### src/hdl/scrc_pkg.sv
/*
  Constants, types and carriers shared by the system clock and reset control block.
  Assumes one system clock at the rate named below.
*/
// How it works
// - Two independent oscillators: system one at 8 MHz and a separate timer one.
// - Timer oscillator runs at 32.768 kHz, feeds the timer, ignores the divider.
// - Only the shared ce_i and rst_n_i can stop the timer oscillator; it has no enable of its own.
// - Leaving any reset, the divider stands at the 500 kHz setting.
// - A gate register holds one enable bit per peripheral or memory clock.
// - Temperature sensor gets a fixed clock; its digital interface uses the divided clock.
// - Reset sources are exactly the external pin, the watchdog and software.
// - Pin low resets the device; restart is from address zero.
// - Configuration accesses are full aligned 32-bit words; others are refused.
package scrc_pkg;
  localparam int unsigned SYS_CLK_HZ    = 40_000_000;
  localparam int unsigned SYS_OSC_HZ    = 8_000_000;
  localparam int unsigned TMR_OSC_HZ    = 32_768;
  // Timer wave toggles twice per period, so its step is doubled
  localparam int unsigned NCO_W         = 27;
  localparam int unsigned SYS_OSC_INC   = SYS_OSC_HZ;
  localparam int unsigned TMR_OSC_INC   = 2 * TMR_OSC_HZ;
  localparam int unsigned OSC_CYC       = SYS_CLK_HZ / SYS_OSC_HZ;

  localparam int unsigned DIV_W         = 3;
  localparam int unsigned PER_W         = 10;
  localparam logic [2:0]  DIV_SEL_RESET = 3'h4;   // 8 MHz / 16 = 500 kHz
  localparam logic [9:0]  PER_BASE      = 10'(OSC_CYC);

  localparam int unsigned GATE_W        = 8;
  localparam logic [7:0]  GATE_RESET    = 8'h1f;
  localparam int unsigned TEMP_GATE_BIT = 0;

  localparam int unsigned WAKE_LOW_NS   = 100_000;
  localparam int unsigned WAKE_LOW_CYC  =
    (WAKE_LOW_NS * (SYS_CLK_HZ / 1_000_000) + 999) / 1000;
  localparam int unsigned WAKE_W        = 12;
  localparam logic [11:0] WAKE_LOW_CNT  = 12'(WAKE_LOW_CYC);

  localparam logic [4:0]  RST_HOLD_CYC  = 5'h10;
  localparam logic [31:0] BOOT_ADDR     = 32'h0;

  localparam logic [1:0]  SIZE_WORD     = 2'h2;
  localparam logic [1:0]  ADDR_ALIGNED  = 2'h0;
  localparam logic        CFG_TGT_DIV   = 1'h0;
  localparam logic        CFG_TGT_GATE  = 1'h1;

  typedef struct packed {
    logic        wr;
    logic        target;
    logic [1:0]  size;
    logic [1:0]  addr_lo;
    logic [31:0] data;
  } scrc_cfg_req_t;

  typedef struct packed {
    logic pin;
    logic wdt;
    logic sw;
  } scrc_rst_cause_t;
endpackage : scrc_pkg

### src/hdl/scrc_nco.sv
/*
  Fractional tick generator standing in for a free-running oscillator.
  Assumes the step is below the modulus so at most one tick per clock.
*/
`timescale 1ns/1ps
module scrc_nco #(
  parameter int unsigned INC = 1,
  parameter int unsigned MOD = 2
) (
  input  wire logic sys_clk_i,
  input  wire logic rst_n_i,
  input  wire logic ce_i,
  output logic      tick_o
);
  localparam logic [26:0] STEP = 27'(INC);
  localparam logic [26:0] WRAP = 27'(MOD);

  logic [26:0] acc_r;
  logic [26:0] acc_sum;

  assign acc_sum = acc_r + STEP;

  // Phase accumulator; tick on every wrap keeps the long-term rate exact
  always_ff @(posedge sys_clk_i) begin
    if (!rst_n_i) begin
      acc_r  <= 27'h0;
      tick_o <= 1'b0;
    end else if (ce_i) begin
      if (acc_sum >= WRAP) begin
        acc_r  <= acc_sum - WRAP;
        tick_o <= 1'b1;
      end else begin
        acc_r  <= acc_sum;
        tick_o <= 1'b0;
      end
    end
  end
endmodule : scrc_nco

### src/hdl/scrc_top.sv
/*
  System clock generation and reset control: oscillators, divider, clock gates,
  reset sequencing and deep power-down wake detection.
  Assumes all inputs synchronous to sys_clk_i; no software-visible bus.
*/
`timescale 1ns/1ps
module scrc_top (
  input  wire logic                      sys_clk_i,
  input  wire logic                      rst_n_i,
  input  wire logic                      ce_i,
  input  wire logic                      external_reset_pin_n_i,
  input  wire logic                      wdt_rst_i,
  input  wire logic                      sw_rst_i,
  input  wire scrc_pkg::scrc_cfg_req_t   cfg_i,
  output logic                           cfg_err_o,
  input  wire logic                      deep_powerdown_wake_pin_i,
  input  wire logic                      wake_en_i,
  input  wire logic                      dpd_active_i,
  output logic                           wake_o,
  output logic                           sys_osc_tick_o,
  output logic                           timer_rc_clk_o,
  output logic                           timer_tick_o,
  output logic                           sysclk_o,
  output logic                           sysclk_en_o,
  output logic [7:0]                     periph_clk_en_o,
  output logic                           temp_sense_clk_en_o,
  output logic                           temp_if_clk_en_o,
  output logic [2:0]                     div_sel_o,
  output logic [7:0]                     gate_o,
  output logic                           core_rst_n_o,
  output logic [31:0]                    boot_addr_o,
  output scrc_pkg::scrc_rst_cause_t      rst_cause_o
);
  typedef enum logic [1:0] {ST_RUN, ST_PIN, ST_HOLD} scrc_rst_st_t;

  scrc_rst_st_t rst_st_r;
  logic [4:0]   hold_cnt_r;
  logic [2:0]   div_req_r;        // Requested setting, waits for a period boundary
  logic [2:0]   div_sel_r;        // Setting in force on the divided clock
  logic [9:0]   per_cnt_r;
  logic [9:0]   per_len;
  logic         per_wrap;
  logic [7:0]   gate_r;
  logic [11:0]  wake_cnt_r;
  logic         int_rst;
  logic         cfg_ok;
  logic         sys_tick;
  logic         tmr_tick;

  // System oscillator, 8 MHz tick train
  scrc_nco #(
    .INC (scrc_pkg::SYS_OSC_INC),
    .MOD (scrc_pkg::SYS_CLK_HZ)
  ) u_sys_osc (
    .sys_clk_i (sys_clk_i),
    .rst_n_i   (rst_n_i),
    .ce_i      (ce_i),
    .tick_o    (sys_tick)
  );

  // Timer oscillator, separate instance; its only enable is the shared ce_i
  scrc_nco #(
    .INC (scrc_pkg::TMR_OSC_INC),
    .MOD (scrc_pkg::SYS_CLK_HZ)
  ) u_tmr_osc (
    .sys_clk_i (sys_clk_i),
    .rst_n_i   (rst_n_i),
    .ce_i      (ce_i),
    .tick_o    (tmr_tick)
  );

  assign sys_osc_tick_o = sys_tick;

  // Timer wave: toggles on each half-period tick, never touched by the divider
  always_ff @(posedge sys_clk_i) begin
    if (!rst_n_i) begin
      timer_rc_clk_o <= 1'b0;
      timer_tick_o   <= 1'b0;
    end else if (ce_i) begin
      if (tmr_tick) begin
        timer_rc_clk_o <= ~timer_rc_clk_o;
      end
      timer_tick_o <= tmr_tick & ~timer_rc_clk_o; // One pulse per full period
    end
  end

  // Reset sequencer: pin holds reset, watchdog and software give a fixed hold
  always_ff @(posedge sys_clk_i) begin
    if (!rst_n_i) begin
      rst_st_r    <= ST_HOLD;
      hold_cnt_r  <= scrc_pkg::RST_HOLD_CYC;
      rst_cause_o <= '0;
    end else if (ce_i) begin
      case (rst_st_r)
        ST_RUN: begin
          if (!external_reset_pin_n_i) begin
            rst_st_r    <= ST_PIN;
            rst_cause_o <= '{pin: 1'b1, wdt: 1'b0, sw: 1'b0};
          end else if (wdt_rst_i || sw_rst_i) begin
            rst_st_r    <= ST_HOLD;
            hold_cnt_r  <= scrc_pkg::RST_HOLD_CYC;
            rst_cause_o <= '{pin: 1'b0, wdt: wdt_rst_i, sw: sw_rst_i};
          end
        end
        ST_PIN: begin
          if (external_reset_pin_n_i) begin
            rst_st_r   <= ST_HOLD;
            hold_cnt_r <= scrc_pkg::RST_HOLD_CYC;
          end
        end
        ST_HOLD: begin
          if (!external_reset_pin_n_i) begin
            rst_st_r    <= ST_PIN;
            rst_cause_o <= '{pin: 1'b1, wdt: 1'b0, sw: 1'b0};
          end else if (hold_cnt_r != 5'h0) begin
            hold_cnt_r <= hold_cnt_r - 5'h1;
          end else if (div_sel_r == scrc_pkg::DIV_SEL_RESET) begin
            rst_st_r <= ST_RUN; // Release only once boot rate is in force
          end
        end
        default: begin
          rst_st_r <= ST_HOLD;
        end
      endcase
    end
  end

  assign int_rst      = (rst_st_r != ST_RUN);
  assign core_rst_n_o = ~int_rst;
  assign boot_addr_o  = scrc_pkg::BOOT_ADDR; // Fetch restarts at zero

  // Only full words at aligned addresses reach the configuration state
  assign cfg_ok = cfg_i.wr && (cfg_i.size == scrc_pkg::SIZE_WORD)
                  && (cfg_i.addr_lo == scrc_pkg::ADDR_ALIGNED);

  always_ff @(posedge sys_clk_i) begin
    if (!rst_n_i) begin
      cfg_err_o <= 1'b0;
    end else if (ce_i) begin
      cfg_err_o <= cfg_i.wr & ~cfg_ok & ~int_rst;
    end
  end

  // Divider request; any reset restores the boot setting
  always_ff @(posedge sys_clk_i) begin
    if (!rst_n_i) begin
      div_req_r <= scrc_pkg::DIV_SEL_RESET;
    end else if (ce_i) begin
      if (int_rst) begin
        div_req_r <= scrc_pkg::DIV_SEL_RESET;
      end else if (cfg_ok && cfg_i.target == scrc_pkg::CFG_TGT_DIV) begin
        div_req_r <= cfg_i.data[2:0];
      end
    end
  end

  // Clock gate register, written as a whole word
  always_ff @(posedge sys_clk_i) begin
    if (!rst_n_i) begin
      gate_r <= scrc_pkg::GATE_RESET;
    end else if (ce_i) begin
      if (int_rst) begin
        gate_r <= scrc_pkg::GATE_RESET;
      end else if (cfg_ok && cfg_i.target == scrc_pkg::CFG_TGT_GATE) begin
        gate_r <= cfg_i.data[7:0];
      end
    end
  end

  // Period of divided clock in system cycles: 5 << setting
  assign per_len  = scrc_pkg::PER_BASE << div_sel_r;
  assign per_wrap = (per_cnt_r == per_len - 10'h1);

  // Divider counter; a new setting is taken only at a period boundary so no
  // short high or low phase can appear on the divided clock
  always_ff @(posedge sys_clk_i) begin
    if (!rst_n_i) begin
      per_cnt_r <= 10'h0;
      div_sel_r <= scrc_pkg::DIV_SEL_RESET;
      sysclk_o  <= 1'b1; // Count zero is a high cycle, as just after a wrap
    end else if (ce_i) begin
      if (per_wrap) begin
        per_cnt_r <= 10'h0;
        div_sel_r <= div_req_r;
        sysclk_o  <= 1'b1;
      end else begin
        per_cnt_r <= per_cnt_r + 10'h1;
        sysclk_o  <= (per_cnt_r + 10'h1) < (per_len >> 1);
      end
    end
  end

  assign sysclk_en_o = ce_i & per_wrap;
  assign div_sel_o   = div_sel_r;
  assign gate_o      = gate_r;

  // Per-peripheral enables follow the divided clock and their gate bit
  for (genvar gi = 0; gi < scrc_pkg::GATE_W; gi++) begin : g_gate
    assign periph_clk_en_o[gi] = sysclk_en_o & gate_r[gi];
  end

  // Sensor core is fed from the undivided oscillator; its interface is not
  assign temp_sense_clk_en_o = ce_i & sys_tick;
  assign temp_if_clk_en_o    = periph_clk_en_o[scrc_pkg::TEMP_GATE_BIT];

  // Wake detector: low must last the full minimum time while armed; the
  // far side keeps the pin high on entry, so a stale low is not counted
  always_ff @(posedge sys_clk_i) begin
    if (!rst_n_i) begin
      wake_cnt_r <= 12'h0;
      wake_o     <= 1'b0;
    end else if (ce_i) begin
      wake_o <= 1'b0;
      if (!(wake_en_i && dpd_active_i) || deep_powerdown_wake_pin_i) begin
        wake_cnt_r <= 12'h0;
      end else if (wake_cnt_r != scrc_pkg::WAKE_LOW_CNT) begin
        wake_cnt_r <= wake_cnt_r + 12'h1;
        wake_o     <= (wake_cnt_r == scrc_pkg::WAKE_LOW_CNT - 12'h1);
      end
    end
  end
endmodule : scrc_top

### config.mk
export PLATFORM = sky130hd
export DESIGN_NAME = scrc_top
export DESIGN_NICKNAME = d
export VERILOG_FILES = /design/src/hdl/scrc_pkg.sv /design/src/hdl/scrc_nco.sv /design/src/hdl/scrc_top.sv
export SDC_FILE = /design/constraint.sdc
export NUM_CORES = 1
export LEC_CHECK = 0
export ABC_AREA = 1
export BUFFER_PORTS_ARGS = -buffer_cell sky130_fd_sc_hd__buf_2
export CORE_MARGIN = 5
export CORE_UTILIZATION = 30
export CTS_BUF_LIST = sky130_fd_sc_hd__clkbuf_8
export CTS_CLUSTER_DIAMETER = 40
export CTS_CLUSTER_SIZE = 20
export DETAILED_ROUTE_END_ITERATION = 12
export PLACE_DENSITY = 0.53
export RECOVER_POWER = 100
export SLEW_MARGIN = 10
export SYNTH_ARGS = -nofsm -noshare
export SYNTH_HDL_FRONTEND = slang
export SYNTH_SLANG_ARGS = --single-unit
### constraint.sdc
create_clock -name sys_clk_i -period 2.4 [get_ports sys_clk_i]
set_input_delay 0.36 -clock sys_clk_i [delete_from_list [all_inputs] [get_ports sys_clk_i]]
set_output_delay 0.36 -clock sys_clk_i [all_outputs]
set_load 0.01 [all_outputs]
==> results by group <==
GRT
  • Number of global-route vias before repair: around 5.5k
  • Grt ovf: 0
  • First-pass GRT wire length: 26.22 mm
  • GRT Overall Usage: 0.1301
  • Number of antenna violations at the first check in global routing: 0
  • Maximum number of pins on one net before global-route repair: 45

Flow run
  • Max-capacitance violation count: 0

Worst hold path
  • Hold Path End: gate_o[3]$_SDFFE_PN1P_
  • Worst min path class: input pin to register
  • Min-Delay Path Depth: 3
  • Beginning of the worst hold path: cfg_i[3]

Synth
  • Post-synthesis sequential element count: 89
  • Dominant cell by count in the synthesized netlist: nand2_1
  • Number of library cell types mapped by synthesis: 44
  • Area share of the largest cell type after synthesis: 0.2821
  • Synthesized instance count: around 990
  • Seq/Total Area, Yosys: 0.2821
  • Synth area leader: dfxtp_1
  • Synthesis warning total: 0
  • Commonest register cell after synthesis: dfxtp_1
  • Cell types with the highest counts after synthesis: nand2_1, inv_1, nand3_1
  • Avg Inst Size Synth: 6.392 µm²
  • Ys async rst share: 0
  • Top post-synthesis cells by area: dfxtp_1, nand2_1, inv_1
  • Cell Area, Synth: 6315 µm²
  • Count of flip-flops with a built-in enable after synthesis: 0

Finish
  • Number of cells in the finished layout apart from fillers: 1365
  • Fraction of final layout cells with drive strength greater than 1: 0.2138
  • Area growth from synthesis to layout: 23.18%
  • Post-layout util: 0.3724
  • Antenna Cells: 0
  • Number of nets in the layout: 1152
  • Fillers: approximately 2.3k
  • Total non-filler cell area in the finished layout: roughly 7800 µm²

Setup path
  • Largest delay contributor family on the critical path: simple AND/OR/NAND/NOR gates
  • Largest fanout on the critical path: 5
  • Type of element launching the critical path: register
  • CP required: 2040 ps
  • Launching point of the worst reg2reg path: div_sel_o[0]$_SDFFE_PN0N_
  • Cell Chain, Critical Path: inv_4 > nor2_4 > nand2_2 > ha_4 > xor2_2 > nand4_1 > nor4_2 > nand4_1 > buf_6 > clkbuf_16 > nor2_4 > buf_2
  • Critical path buffers and inverters: 4
  • Crit Path Category: register to primary output
  • Highest cell delay on the worst timing path: 380 ps
  • R2R cell count: 14
  • Worst path arrival time: 2350 ps
  • Setup crit end kind: primary output
  • Critical path's slowest cell: dfxtp_4
  • Reg2Reg Setup Slack: 80 ps
  • R2r endpoint: div_sel_o[0]$_SDFFE_PN0N_

Floorplan
  • Top-level I/O count: around 110
  • Core region area: ~21000 µm²
  • Die footprint: 24050 µm²
  • Number of placement rows: 53
  • Initial Utilization: 0.3023
  • Die Span Y: 155.1 µm
  • Die Span X: 155.1 µm

Placement
  • Input/output buffers: 54
  • Placer's final routability congestion estimate: 0.8146
  • Half-perimeter wire length of the detailed placement result: 11.54 mm
  • Setup slack after placement: -38.69 ps
  • Total placed cells including tap cells: 1327
  • Area of placed instances: between 7000 and 8000 µm²

Clock tree
  • Clock buffer depth: 2
  • Count of hold-fix buffers inserted at cts: 0
  • H-tree levels: 3
  • Clock Sinks: 89
  • Number of buffers added by the clock tree synthesis step: 9
  • Clock tree from TritonCTS: done
  • Clock root buffer master: clkbuf_8
  • Clock latency at the later pin of the worst-skew pair: approximately 380 ps
  • Clock slew at reported path FFs: 90 ps

Timing
  • Min Tclk post-route: roughly 2700 ps
  • Setup violators final: 10
  • Transition time at the pin with the least slew margin: 547.9 ps
  • Portion of the clock cycle consumed by the worst path in the final layout: 1.131
  • Worst setup skew after layout: 9.245 ps
  • Number of failing hold endpoints at the final stage: 0
  • Worst rel slew slack: 0.6253
  • Final critical-path setup slack: -314.8 ps
  • Setup total negative slack: -2911 ps
  • Peak clock frequency supported by timing: roughly 0.37 GHz
  • RSZ-0062 raised after global routing: true
  • Hold Slack: 236.3 ps
  • Final number of max-transition violations: 0

Drt
  • ANT nets after route: 0
  • Number of vias per cell after detailed routing: ~4.6
  • Post-Route WL: 16.49 mm
  • Pre-antenna DRT Iters: 5
  • Initial DRC count: 318
  • Total vias in the final route: roughly 6.2k
  • Final routed DRC violation total: 0
  • Per-cell routed wire length: 12.08 µm

Power
  • Total net switching power: 1.550 mW
  • Combinational Power Share: 0.344
  • Worst ir drop on vdd: 0.0002831 V
  • Power, Total: 4.081 mW
  • Leakage: roughly 3.7 nW
  • Clock group share of total power: 0.241
  • Power density over the cells: approximately 520 nW/µm²
  • Internal Power: 2.531 mW
  • Net switching fraction of the power: 0.3797
  • Share of power burned in registers: 0.415

Status
  • Result of the run: finished, violations left
  • Violations in the final reports: setup timing
power groups by stage:
stage | sequential (mW) | combinational [mW] | clock (mW)
finish | 1.69 | 1.40 | 0.984
global route | 1.71 | 1.59 | 1.10
CTS | 1.68 | 1.21 | 1.04
detailed placement | 1.71 | 1.20 | 0
global placement | 1.71 | 1.20 | 0
floorplan | 1.70 | 0.937 | 0
cell type report:
type	instances	area (µm²)	share of cell area
Clock buffer	10	137.6	0.01769
Clock inverter	6	36.28	0.004665
Inverter	152	581.8	0.07479
Multi-Input combinational cell	717	4055	0.5213
Sequential cell	89	1800	0.2315
Tap cell	275	344.1	0.04423
Timing Repair Buffer	116	823.3	0.1058
per-layer routing:
layer / part of all wire / up-vias / global-route usage / wire length, µm
met5: 0 / - / 0 / 0
met4: 0.012 / 0 / 0.04079 / 192
met3: 0.024 / 11 / 0.01808 / 402
met2: 0.48 / 78 / 0.2123 / 7910
met1: 0.48 / 2824 / 0.1780 / 7988
li1: - / 3311 / - / -
how the worst max path moves through the flow:
stage                                                from                          endpoint  cells after the start
after CTS                       div_sel_o[0]$_SDFFE_PN0N_                periph_clk_en_o[4]                     11
after global routing            div_sel_o[0]$_SDFFE_PN0N_                periph_clk_en_o[0]                     12
after global placement    u_sys_osc.acc_r[9]$_SDFFE_PN0P_  u_sys_osc.acc_r[11]$_SDFFE_PN0P_                     18
after detailed placement  u_sys_osc.acc_r[9]$_SDFFE_PN0P_  u_sys_osc.acc_r[10]$_SDFFE_PN0P_                     18
after floorplan                 div_sel_o[2]$_SDFFE_PN1N_                periph_clk_en_o[0]                     11
final                           div_sel_o[0]$_SDFFE_PN0N_                  temp_if_clk_en_o                     12
sequential cells by signal, summed over array words and instances (netlist names), 3 cells and up:
name / flops
per_cnt_r: 10
wake_cnt_r: 12
u_tmr_osc.acc_r: 18
div_req_r: 3
hold_cnt_r: 5
rst_cause_o: 3
gate_o: 8
div_sel_o: 3
u_sys_osc.acc_r: 18
layout by cell type (no fill, tap or decap), drive strengths merged, types with 2 or more instances in the layout:
cell / count
clkinvlp: 3
o211ai: 10
ha: 20
xnor2: 5
nand3b: 2
or2: 4
a211oi: 8
a31oi: 6
inv: 150
xor2: 33
conb: 32
clkinv: 5
nand2: 241
nor4: 3
nand4: 24
or3b: 2
nor2: 87
nand3: 99
o21ai: 47
a21oi: 72
nor3b: 2
and3: 5
buf: 96
dfxtp: 89
nor3: 11
clkbuf: 30
worst min-delay path, delay by kind of cell:
family          cells  cell delay, ps
buf+inv             1              70
compound gates      2             150
repair_timing:
item | CTS | global route
endpoints found under the hold margin | 0 | 0
endpoints found under the setup margin | 21 | 47
pin swaps | 0 | 25
cloned | 0 | 4
gates resized for setup | 7 | 93
buffers inserted | 1 | 17
cell families after synthesis:
| group | after synthesis | synth area share |
|---|---|---|
| AND/OR/NAND/NOR | 480 | 0.3440 |
| AO/OA/AOI/OAI | 147 | 0.1278 |
| adder cells (fa/ha/maj) | 20 | 0.03963 |
| buffers and inverters | 213 | 0.1508 |
| flip-flops | 89 | 0.2821 |
| XOR/XNOR | 38 | 0.05508 |
| other | 1 | 0.0005938 |
Power figures use the tool's default switching activity.
